## src/core/swd_regs.svh

```systemverilog
/*
  timing and reset constants for the supply watchdog and switchover block.
  assumes inclusion by bare name from the swd_sync and swd_top modules.
*/
`ifndef SWD_REGS_SVH
`define SWD_REGS_SVH
`define SWD_CLK_HZ          50000000
`define SWD_PERIOD_MS       800
`define SWD_PERIOD_CYC      ((`SWD_CLK_HZ / 1000) * `SWD_PERIOD_MS)
`define SWD_KICK_NUM        7
`define SWD_KICK_DEN        8
`define SWD_TICK_DIV        1000
`define SWD_RST_HOLD        16
`define SWD_CNT_W           32
`define SWD_LEVEL_OK_RST    1'b1
`define SWD_SEL_MAIN_RST    1'b0
`define SWD_CMP_RST         4'hF
`endif

```

## src/core/swd_pkg.sv

```systemverilog
/*
  types shared by the supply watchdog block.
  assumes swd_regs.svh is on the include path.
*/
package swd_pkg;
  // comparator results, already digitised
  typedef struct packed {
    logic level_above_low;
    logic level_above_high;
    logic main_above_trip;
    logic main_above_battery;
  } swd_cmp_type;

  typedef enum logic [1:0] {SWD_RUN, SWD_FIRE, SWD_HOLD} swd_state_type;
endpackage : swd_pkg

```

## src/core/swd_sync.sv

```systemverilog
/*
  two-flop synchroniser for a bundle of comparator bits.
  assumes inputs are steady levels relative to clk.
*/
`timescale 1ns/1ps
`include "swd_regs.svh"
module swd_sync (
  // clock and reset
  input  wire logic              clk,
  input  wire logic              sys_rst,
  // bundle
  input  wire swd_pkg::swd_cmp_type din,
  output swd_pkg::swd_cmp_type     dout
);
  import swd_pkg::*;
  swd_cmp_type stage1;

  // first stage feeds only the second
  // reset to the all-good reading, else a false fail and battery pick follow reset
  always_ff @(posedge clk) begin
    if (sys_rst) begin
      stage1 <= `SWD_CMP_RST;
      dout   <= `SWD_CMP_RST;
    end else begin
      stage1 <= din;
      dout   <= stage1;
    end
  end
endmodule : swd_sync

```

## src/core/swd_top.sv

```systemverilog
/*
  supply watchdog and switchover: level-fail output with hysteresis,
  dual-edge watchdog with internal retrigger, supply selector.
  assumes the comparator bits and activity pins are synchronous levels.
*/
// Summary of operation
// - level-fail output low once level falls below the lower threshold
// - level-fail output returns high only above threshold plus hysteresis
// - both edges of the activity input restart the watchdog timer
// - floating activity input keeps watchdog retriggered, never times out
// - internal drive holds activity low 7/8 period, then pulses high
// - battery selected only when main below trip and battery above main
// - main reselected as soon as it passes battery or trip threshold
// - reset output is active low
`timescale 1ns/1ps
`include "swd_regs.svh"
module swd_top #(
  parameter int PERIOD_CYC = `SWD_PERIOD_CYC,
  parameter int TICK_DIV   = `SWD_TICK_DIV
) (
  // clock and reset
  input  wire logic                 clk,
  input  wire logic                 sys_rst,
  // comparator results
  input  wire swd_pkg::swd_cmp_type cmp_in,
  // activity pin: input, internal drive, enable
  input  wire logic                 activity_input,
  input  wire logic                 activity_floating,
  output logic                      activity_out,
  output logic                      activity_oe,
  // outputs
  output logic                      level_fail_output,
  output logic                      select_battery,
  output logic                      reset_n
);
  import swd_pkg::*;

  localparam int PERIOD_TICKS = PERIOD_CYC / TICK_DIV;
  localparam int KICK_TICKS   = (PERIOD_TICKS * `SWD_KICK_NUM) / `SWD_KICK_DEN;

  swd_cmp_type               cmp;
  logic [`SWD_CNT_W-1:0]     div_cnt;
  logic                      tick;
  logic [`SWD_CNT_W-1:0]     wd_cnt;
  logic [`SWD_CNT_W-1:0]     hold_cnt;
  logic                      act_prev;
  logic                      act_edge;
  logic                      timeout;
  swd_state_type             state;

  // synchronise analog comparison results
  swd_sync u_sync (
    .clk     (clk),
    .sys_rst (sys_rst),
    .din     (cmp_in),
    .dout    (cmp)
  );

  // hysteresis: two thresholds
  always_ff @(posedge clk) begin
    if (sys_rst)
      level_fail_output <= `SWD_LEVEL_OK_RST;
    else if (!cmp.level_above_low)
      level_fail_output <= 1'b0;
    else if (cmp.level_above_high)
      level_fail_output <= 1'b1;
  end

  // supply selector from function table
  always_ff @(posedge clk) begin
    if (sys_rst)
      select_battery <= `SWD_SEL_MAIN_RST;
    else
      select_battery <= !cmp.main_above_trip && !cmp.main_above_battery;
  end

  // free-running time base, period counted in ticks
  always_ff @(posedge clk) begin
    if (sys_rst || div_cnt == `SWD_CNT_W'(TICK_DIV - 1))
      div_cnt <= '0;
    else
      div_cnt <= div_cnt + 1'b1;
  end
  assign tick = (div_cnt == `SWD_CNT_W'(TICK_DIV - 1));

  // internal drive when the pin floats: low 7/8, then a high pulse
  assign activity_oe  = activity_floating;
  always_ff @(posedge clk) begin
    if (sys_rst)
      activity_out <= 1'b0;
    else
      activity_out <= (wd_cnt >= `SWD_CNT_W'(KICK_TICKS));
  end

  // both edges count; floating pin sees internal drive
  logic act_level;
  assign act_level = activity_floating ? activity_out : activity_input;
  always_ff @(posedge clk) begin
    if (sys_rst)
      act_prev <= 1'b0;
    else
      act_prev <= act_level;
  end
  assign act_edge = act_level ^ act_prev;

  // watchdog counter, restarted on edges and after reset hold
  always_ff @(posedge clk) begin
    if (sys_rst || act_edge || state != SWD_RUN)
      wd_cnt <= '0;
    else if (tick)
      wd_cnt <= wd_cnt + 1'b1;
  end
  assign timeout = (state == SWD_RUN) && tick &&
                   (wd_cnt == `SWD_CNT_W'(PERIOD_TICKS - 1)) && !act_edge;

  // timeout sequencing
  always_ff @(posedge clk) begin
    if (sys_rst)
      state <= SWD_RUN;
    else begin
      case (state)
        SWD_RUN:  if (timeout) state <= SWD_FIRE;
        SWD_FIRE: state <= SWD_HOLD;
        SWD_HOLD: if (hold_cnt == `SWD_CNT_W'(`SWD_RST_HOLD - 1)) state <= SWD_RUN;
        default:  state <= SWD_RUN;
      endcase
    end
  end

  // reset pulse width counter
  always_ff @(posedge clk) begin
    if (sys_rst || state == SWD_RUN)
      hold_cnt <= '0;
    else if (state == SWD_HOLD)
      hold_cnt <= hold_cnt + 1'b1;
  end

  // active-low reset output, registered
  always_ff @(posedge clk) begin
    if (sys_rst)
      reset_n <= 1'b1;
    else
      reset_n <= (state == SWD_RUN) && !timeout;
  end

  // low synchronised reading forces fail on the next cycle
  level_low_a: assert property (@(posedge clk) disable iff (sys_rst)
    !cmp.level_above_low |=> !level_fail_output)
    else $error("level fail not asserted");
  // no rise without the high threshold
  level_rise_a: assert property (@(posedge clk) disable iff (sys_rst)
    $rose(level_fail_output) |-> $past(cmp.level_above_high))
    else $error("level fail rose without hysteresis");
  // battery only when both comparisons low
  battery_sel_a: assert property (@(posedge clk) disable iff (sys_rst)
    ##1 select_battery |-> !$past(cmp.main_above_trip) && !$past(cmp.main_above_battery))
    else $error("battery selected wrongly");
  // recovery back to main in one cycle
  main_back_a: assert property (@(posedge clk) disable iff (sys_rst)
    (cmp.main_above_trip || cmp.main_above_battery) |=> !select_battery)
    else $error("main not reselected");
  // an edge clears the counter
  edge_restart_a: assert property (@(posedge clk) disable iff (sys_rst)
    act_edge |=> wd_cnt == '0)
    else $error("edge did not restart timer");
  // timeout drives reset low next cycle
  timeout_rst_a: assert property (@(posedge clk) disable iff (sys_rst)
    timeout |=> !reset_n ##1 !reset_n)
    else $error("timeout without reset");
  // floating input never times out
  float_safe_a: assert property (@(posedge clk) disable iff (sys_rst)
    activity_floating && $past(activity_floating) |-> !timeout)
    else $error("timeout while floating");
  // internal pulse only in last eighth
  kick_late_a: assert property (@(posedge clk) disable iff (sys_rst)
    $rose(activity_out) |-> $past(wd_cnt) >= `SWD_CNT_W'(KICK_TICKS))
    else $error("internal pulse too early");

  // further checks on hysteresis, selector, reset sequencing, time base and internal drive
  // both thresholds passed restores the output
  level_high_a: assert property (@(posedge clk) disable iff (sys_rst)
    cmp.level_above_low && cmp.level_above_high |=> level_fail_output)
    else $error("level fail not released");
  // a fall always follows a low reading
  level_fall_a: assert property (@(posedge clk) disable iff (sys_rst)
    $fell(level_fail_output) |-> !$past(cmp.level_above_low))
    else $error("level fail fell without low reading");
  // both comparisons low picks the battery
  battery_on_a: assert property (@(posedge clk) disable iff (sys_rst)
    !cmp.main_above_trip && !cmp.main_above_battery |=> select_battery)
    else $error("battery not selected");
  // reset only ever falls because of a timeout
  rst_cause_a: assert property (@(posedge clk) disable iff (sys_rst)
    $fell(reset_n) |-> $past(timeout))
    else $error("reset fell without timeout");
  // falling reset coincides with the fire state
  rst_fire_a: assert property (@(posedge clk) disable iff (sys_rst)
    $fell(reset_n) |-> state == SWD_FIRE)
    else $error("reset fell outside fire state");
  // reset held low through fire and hold
  hold_low_a: assert property (@(posedge clk) disable iff (sys_rst)
    state != SWD_RUN |=> !reset_n)
    else $error("reset released during hold");
  // reset high while running without timeout
  run_high_a: assert property (@(posedge clk) disable iff (sys_rst)
    state == SWD_RUN && !timeout |=> reset_n)
    else $error("reset low while running");
  // activity ignored while the reset pulse stands
  hold_ignore_a: assert property (@(posedge clk) disable iff (sys_rst)
    state != SWD_RUN |=> wd_cnt == '0)
    else $error("timer moved during reset pulse");
  // timer starts from zero when reset is released
  restart_zero_a: assert property (@(posedge clk) disable iff (sys_rst)
    $rose(reset_n) |-> $past(wd_cnt) == '0)
    else $error("timer not restarted at release");
  // time base wraps after each tick
  tick_wrap_a: assert property (@(posedge clk) disable iff (sys_rst)
    tick |=> div_cnt == '0)
    else $error("time base did not wrap");
  // internal pulse is brief when it drives the pin
  pulse_brief_a: assert property (@(posedge clk) disable iff (sys_rst)
    activity_floating && $past(activity_floating) && $rose(activity_out) |-> ##2 !activity_out)
    else $error("internal pulse too long");
  // internal drive low for the first seven eighths
  kick_low_a: assert property (@(posedge clk) disable iff (sys_rst)
    wd_cnt < `SWD_CNT_W'(KICK_TICKS) |=> !activity_out)
    else $error("internal drive high too early");
endmodule : swd_top

```

## config.mk

```make
export PLATFORM = sky130hd
export DESIGN_NAME = swd_top
export DESIGN_NICKNAME = d
export VERILOG_FILES = /design/src/core/swd_pkg.sv /design/src/core/swd_sync.sv /design/src/core/swd_top.sv
export VERILOG_INCLUDE_DIRS = /design/src /design/src/core
export SDC_FILE = /design/constraint.sdc
export NUM_CORES = 1
export LEC_CHECK = 0
export BUFFER_PORTS_ARGS = -buffer_cell sky130_fd_sc_hd__buf_2
export CAP_MARGIN = 10
export CORE_MARGIN = 1
export CORE_UTILIZATION = 60
export DETAILED_ROUTE_END_ITERATION = 7
export HOLD_SLACK_MARGIN = 0.03
export PLACE_DENSITY_LB_ADDON = 0.2
export SYNTH_ARGS = -nofsm -noshare
export SYNTH_HDL_FRONTEND = slang
export SYNTH_SLANG_ARGS = --single-unit
```

## constraint.sdc

```tcl
create_clock -name clk -period 3.2 [get_ports clk]
set_input_delay 0.64 -clock clk [delete_from_list [all_inputs] [get_ports clk]]
set_output_delay 0.64 -clock clk [all_outputs]
set_load 0.005 [all_outputs]
```

== Yosys cells after proc, flatten, opt, wreduce, memory -nomap -nowiden ==
Index checks and enable logic that the tools add are counted.
Operators by class
  add/sub/neg operators: 3
  magnitude comparators: 1
  equal/unequal tests: 8
  multiplexer cells: 6
  bitwise operators: 1
  reductions and logical operators: 16
Operator list (number)
  32-bit by 1-bit adder with 32-bit output (second input constant): 3
  32-bit by 10-bit equality test with 1-bit output (second input constant): 1
  32-bit by 16-bit equality test with 1-bit output (second input constant): 1
  32-bit by 4-bit equality test with 1-bit output (second input constant): 1
  32-bit by 16-bit greater-or-equal comparator with 1-bit output (second input constant): 1
  2-bit inequality test (second input constant): 3
  2-bit case mux with 3 select lines: 1
  1-bit logical AND: 5
  1-bit zero test: 4
  1-bit logical OR: 4
  2-bit two-way mux: 2
  1-bit two-way mux: 3
  2-bit by 1-bit equality test with 1-bit output (second input constant): 1
  2-bit equality test (second input constant): 1
  2-bit zero test: 1
  2-bit AND reduction: 1
  2-bit nonzero test: 1
  1-bit XOR: 1
Word-level totals
  register bits after elaboration: 111
  input bits: 8
  output and inout bits: 5
  word-level logic and storage cells: 52

== Longest topological paths before layout ==
  depth after elaboration: 6
  depth in mapped cells: 9
  depth with buffers taken out: 6

== Modules after synthesis ==
Synthesis repeated with hierarchy kept, for this count alone.
Second synthesis, totals
  cells, all modules: 602
  area, all modules: 5124.9 µm²
By module, submodules not included
  swd_top: times used 1, cells an instance 586, area each 4914.7 µm², seq. area each 2062.0 µm²
  swd_sync: times used 1, cells an instance 16, area each 210.2 µm², seq. area each 160.2 µm²

== Worst setup path before layout ==
OpenSTA, ideal clock, no wires.
  path kind: register -> register
  start: register div_cnt[0]
  end: register wd_cnt[23]
  setup time: 70 ps
  arrival time: 2296 ps
  data required time: 3130 ps
  slack: 834 ps
  cell stages (with the launch flop): 9
  path buffers: 2
  period minus slack after synthesis: 2366 ps
  path through: dfxtp_1 ha_1 and4_1 nand4_2 or4_1 buf_2 buf_6 or4_1 a21oi_1
On the way
  cells in the longest elaborated chain, start to end: 1
RTL lines
  from (decl): RTL line swd_top.sv:42  | logic [`SWD_CNT_W-1:0] div_cnt;
  from (signal assigned): RTL line swd_top.sv:82  | div_cnt <= div_cnt + 1'b1;
  32-bit by 10-bit equality test with 1-bit output: RTL line swd_top.sv:84  | assign tick = (div_cnt == `SWD_CNT_W'(TICK_DIV - 1));
  to (signal assigned): RTL line swd_top.sv:111  | wd_cnt <= wd_cnt + 1'b1;
  to (decl): RTL line swd_top.sv:44  | logic [`SWD_CNT_W-1:0] wd_cnt;
Every way passes these cells.
A chain may end at the register's enable or synchronous reset.

== Final worst setup path ==
  start: register div_cnt[0]
  end: register wd_cnt[25]
The elaborated chain is that of the path after synthesis.

==> summary.md <==
| Metric | Value |
|---|---|
| Pwr per Cell Area | `419.6 nW/um^2` |
| # diodes | `0` |
| Crit-path slowest cell | `or4_1` |
| Critical path data arrival time | `3.01 ns` |
| CP max stage delay | `0.89 ns` |
| GR met2 Demand/Resource | `0.4203` |
| Synthesis-stage register bit count | `111` |
| Routed vias | `4123` |
| R2r endpoint | `wd_cnt[25]$_SDFFE_PP0N_` |
| Min cycle time layout | `2.715 ns` |
| Hold Path Class | `reg -> reg` |
| Startpoint types | `flop` |
| Antenna violations before repair | `0` |
| CTS tree | `built` |
| Starting Density | `0.6142` |
| GRT Util Overall | `0.2327` |
| Row count | `33` |
| Global-route wire length before repair | `16.49 mm` |
| Placed cells | `681` |
| Hold Startpoint | `u_sync.dout[1]$_SDFF_PP1_` |
| Cell variety after synth | `39` |
| Core ar. | `8175 um^2` |
| Worst R2R Path Depth | `6` |
| WP data required | `3.50 ns` |
| Ratio of cells with drive above 1 in the final layout | `0.08615` |
| Worst-path clk slew | `0.11 ns` |
| Worst hold path depth | `1` |
| Final ANT Viol Nets | `0` |
| GR Overflow Total | `0` |
| Reg-to-Reg Start | `div_cnt[0]$_SDFF_PP0_` |
| Syn Nets | `599` |
| Drt first pass iters | `4` |
| Drt first-iter violations | `146` |
| Die extent in x | `93.48 um` |
| Grt peak-use layer | `met2` |
| Post-CTS Repair Setup Buffers | `0` |
| Worst-path maximum fanout | `25` |
| Met3 usage | `0.04959` |
| Syn. warnings | `0` |
| Synthesized cell area | `5021 um^2` |
| Post-Layout Cell Count | `697` |
| Crit end category | `flop` |
| DR WL/cell | `14.00 um` |
| Post-Syn Instances | `587` |
| Clk sinks | `111` |
| Vias in the first global route | `3761` |
| Max cap viols | `0` |
| Total wire length | `9.761 mm` |
| Vias per cell | `5.915` |
| Final net count | `599` |
| Die Y-Extent | `93.48 um` |
| Ys async rst share | `0` |
| Syn Area/Cell | `8.554 um^2` |
| Max VDD drop | `0.0002355 V` |
| Commonest non-fill, non-tap cell in the layout | `dfxtp_1` |
| Fin util | `0.6515` |
| Setup TNS | `0 ns` |
| RSZ-0062 raised after global routing | `no` |
| Final Skew | `0.01371 ns` |
| CP Cell Sequence | `ha_1 -> and4_1 -> nand4_2 -> or4_1 -> or4_1 -> a21oi_1` |
| Detailed placement HPWL | `6.624 mm` |
| Peak Freq | `0.3683 GHz` |
| CP Class | `reg -> reg` |
| Root Driver | `clkbuf_8` |
| Layout area overhead | `6.080%` |
| Cts bufs inserted | `9` |
| Final Cycle Share | `0.8484` |
| Register area share after synthesis | `0.4426` |
| CTS resizes | `0` |
| H-tree depth | `3` |
| Worst reg2reg setup slack | `0.49 ns` |
| Die area | `8739 um^2` |
| Commonest cells after routing, fill and taps aside | `dfxtp_1 (111), nor2_1 (77), xor2_1 (37)` |
| I/O pin count | `13` |
| Met1 Use GR | `0.2821` |
| Run status | `finished clean` |
| CTS max path bufs | `2` |
| Leak | `0.001623 uW` |
| Routability congestion estimate | `0.7524` |
| Launch point of the worst path | `div_cnt[0]$_SDFF_PP0_` |
| Slew HR | `0.4976` |
| Number of flops mapped to enable cells by yosys | `0` |
| Largest net degree at the start of global routing | `34` |
| Port bufs | `12` |
| Slew Viols, Final | `0` |
| Most frequent CP cell | `or4_1` |
| Setup Viol. Count Final | `0` |
| Synth Flop Type | `dfxtp_1` |
| Drt drc | `0` |
| Fin. Hold Viols | `0` |
| WHS Endpoint | `select_battery$_SDFF_PP0_` |
| Worst slew pin tran | `0.7536 ns` |
| Worst skew pair latency | `0.37 ns` |
| Hold buffer count at cts | `0` |
## metal layers
layer / vias to the layer above / wire length (um)
met5: - / 0
met4: 0 / 70
met3: 6 / 344
met2: 64 / 4831
met1: 1953 / 4515
li1: 2100 / -
## cell usage after synthesis, types with 3 or more instances
master / count / area [um^2]
a21oi_1: 34 / 170.2
and2_1: 3 / 18.77
and3_1: 10 / 62.56
and4_1: 10 / 87.58
clkbuf_1: 24 / 90.09
dfxtp_1: 111 / 2222
ha_1: 4 / 50.05
inv_1: 13 / 48.80
nand2_1: 33 / 123.9
nand3_1: 34 / 170.2
nand4_1: 29 / 181.4
nor2_1: 77 / 289.0
nor3_1: 11 / 55.05
nor4_1: 29 / 181.4
nor4_2: 3 / 37.54
o21ai_0: 12 / 60.06
o21ai_1: 6 / 30.03
o31ai_1: 15 / 112.6
or2_2: 9 / 56.30
or3_1: 16 / 100.1
or4_1: 21 / 157.7
xnor2_1: 26 / 227.7
xor2_1: 37 / 324.1
## sequential cells by signal (all words and copies together), names as in the netlist, 2 cells and up
signal / count
u_sync.dout: 4
state: 2
wd_cnt: 32
hold_cnt: 32
div_cnt: 32
u_sync.stage1: 4
## cell families (layout without fill, tap and decap cells)
group           after synthesis  count (layout)  share of synthesized area
buf+inv                      42              47                    0.03414
fa+ha+maj                     4               4                   0.009968
mux                           1               1                   0.001994
flops                       111             111                     0.4426
compound gates               72              72                    0.08248
xor+xnor                     63              63                     0.1099
simple gates                294             294                     0.3190
## worst max-delay path by stage
stage / end / slack [ns] / cells past startpoint
final: wd_cnt[25]$_SDFFE_PP0N_ / 0.49 / 6
after global routing: wd_cnt[31]$_SDFFE_PP0N_ / 0.29 / 6
after CTS: wd_cnt[25]$_SDFFE_PP0N_ / 0.47 / 6
after detailed placement: wd_cnt[27]$_SDFFE_PP0N_ / 0.52 / 6
after global placement: wd_cnt[25]$_SDFFE_PP0N_ / 0.59 / 6
after floorplan: wd_cnt[23]$_SDFFE_PP0N_ / 0.83 / 8
## layout make-up
cell class	instances	area (um^2)
clock buffer	10	137.6
clock inverter	6	50.05
fill	697	2849
inverter	13	48.80
multi-input combinational	434	2631
sequential	111	2222
tap	105	131.4
timing repair buffer	18	105.1
## power breakdown
group	internal, uW	leakage [uW]	switching, uW
combinational	13.8	0.000631	26.0
clock	318	0.0000956	485
sequential	1390	0.000897	3.82
## critical path: cells and delay by family, from the launching register on
family | cells | cell delay [ns]
flip-flops | 1 | 0.37
adder cells (fa/ha/maj) | 1 | 0.23
AND/OR/NAND/NOR | 4 | 1.89
AO/OA/AOI/OAI | 1 | 0.15
## metrics by stage
| step | total power [uW] | cell area (um^2) | hold slack (ns) | setup WS, ns |
|---|---|---|---|---|
| after floorplan | 1453 | 5021 | 0.3673 | 0.8339 |
| after detailed placement | 1465 | 5139 | 0.3785 | 0.5188 |
| after CTS | 2256 | 5326 | 0.3964 | 0.4735 |
| after global routing | 2320 | 5326 | 0.4242 | 0.2886 |
| after global placement | 1465 | 5139 | 0.3755 | 0.5933 |
| final | 2235 | 5326 | 0.3913 | 0.4852 |
Note: power is estimated with default switching activity, not from simulation.
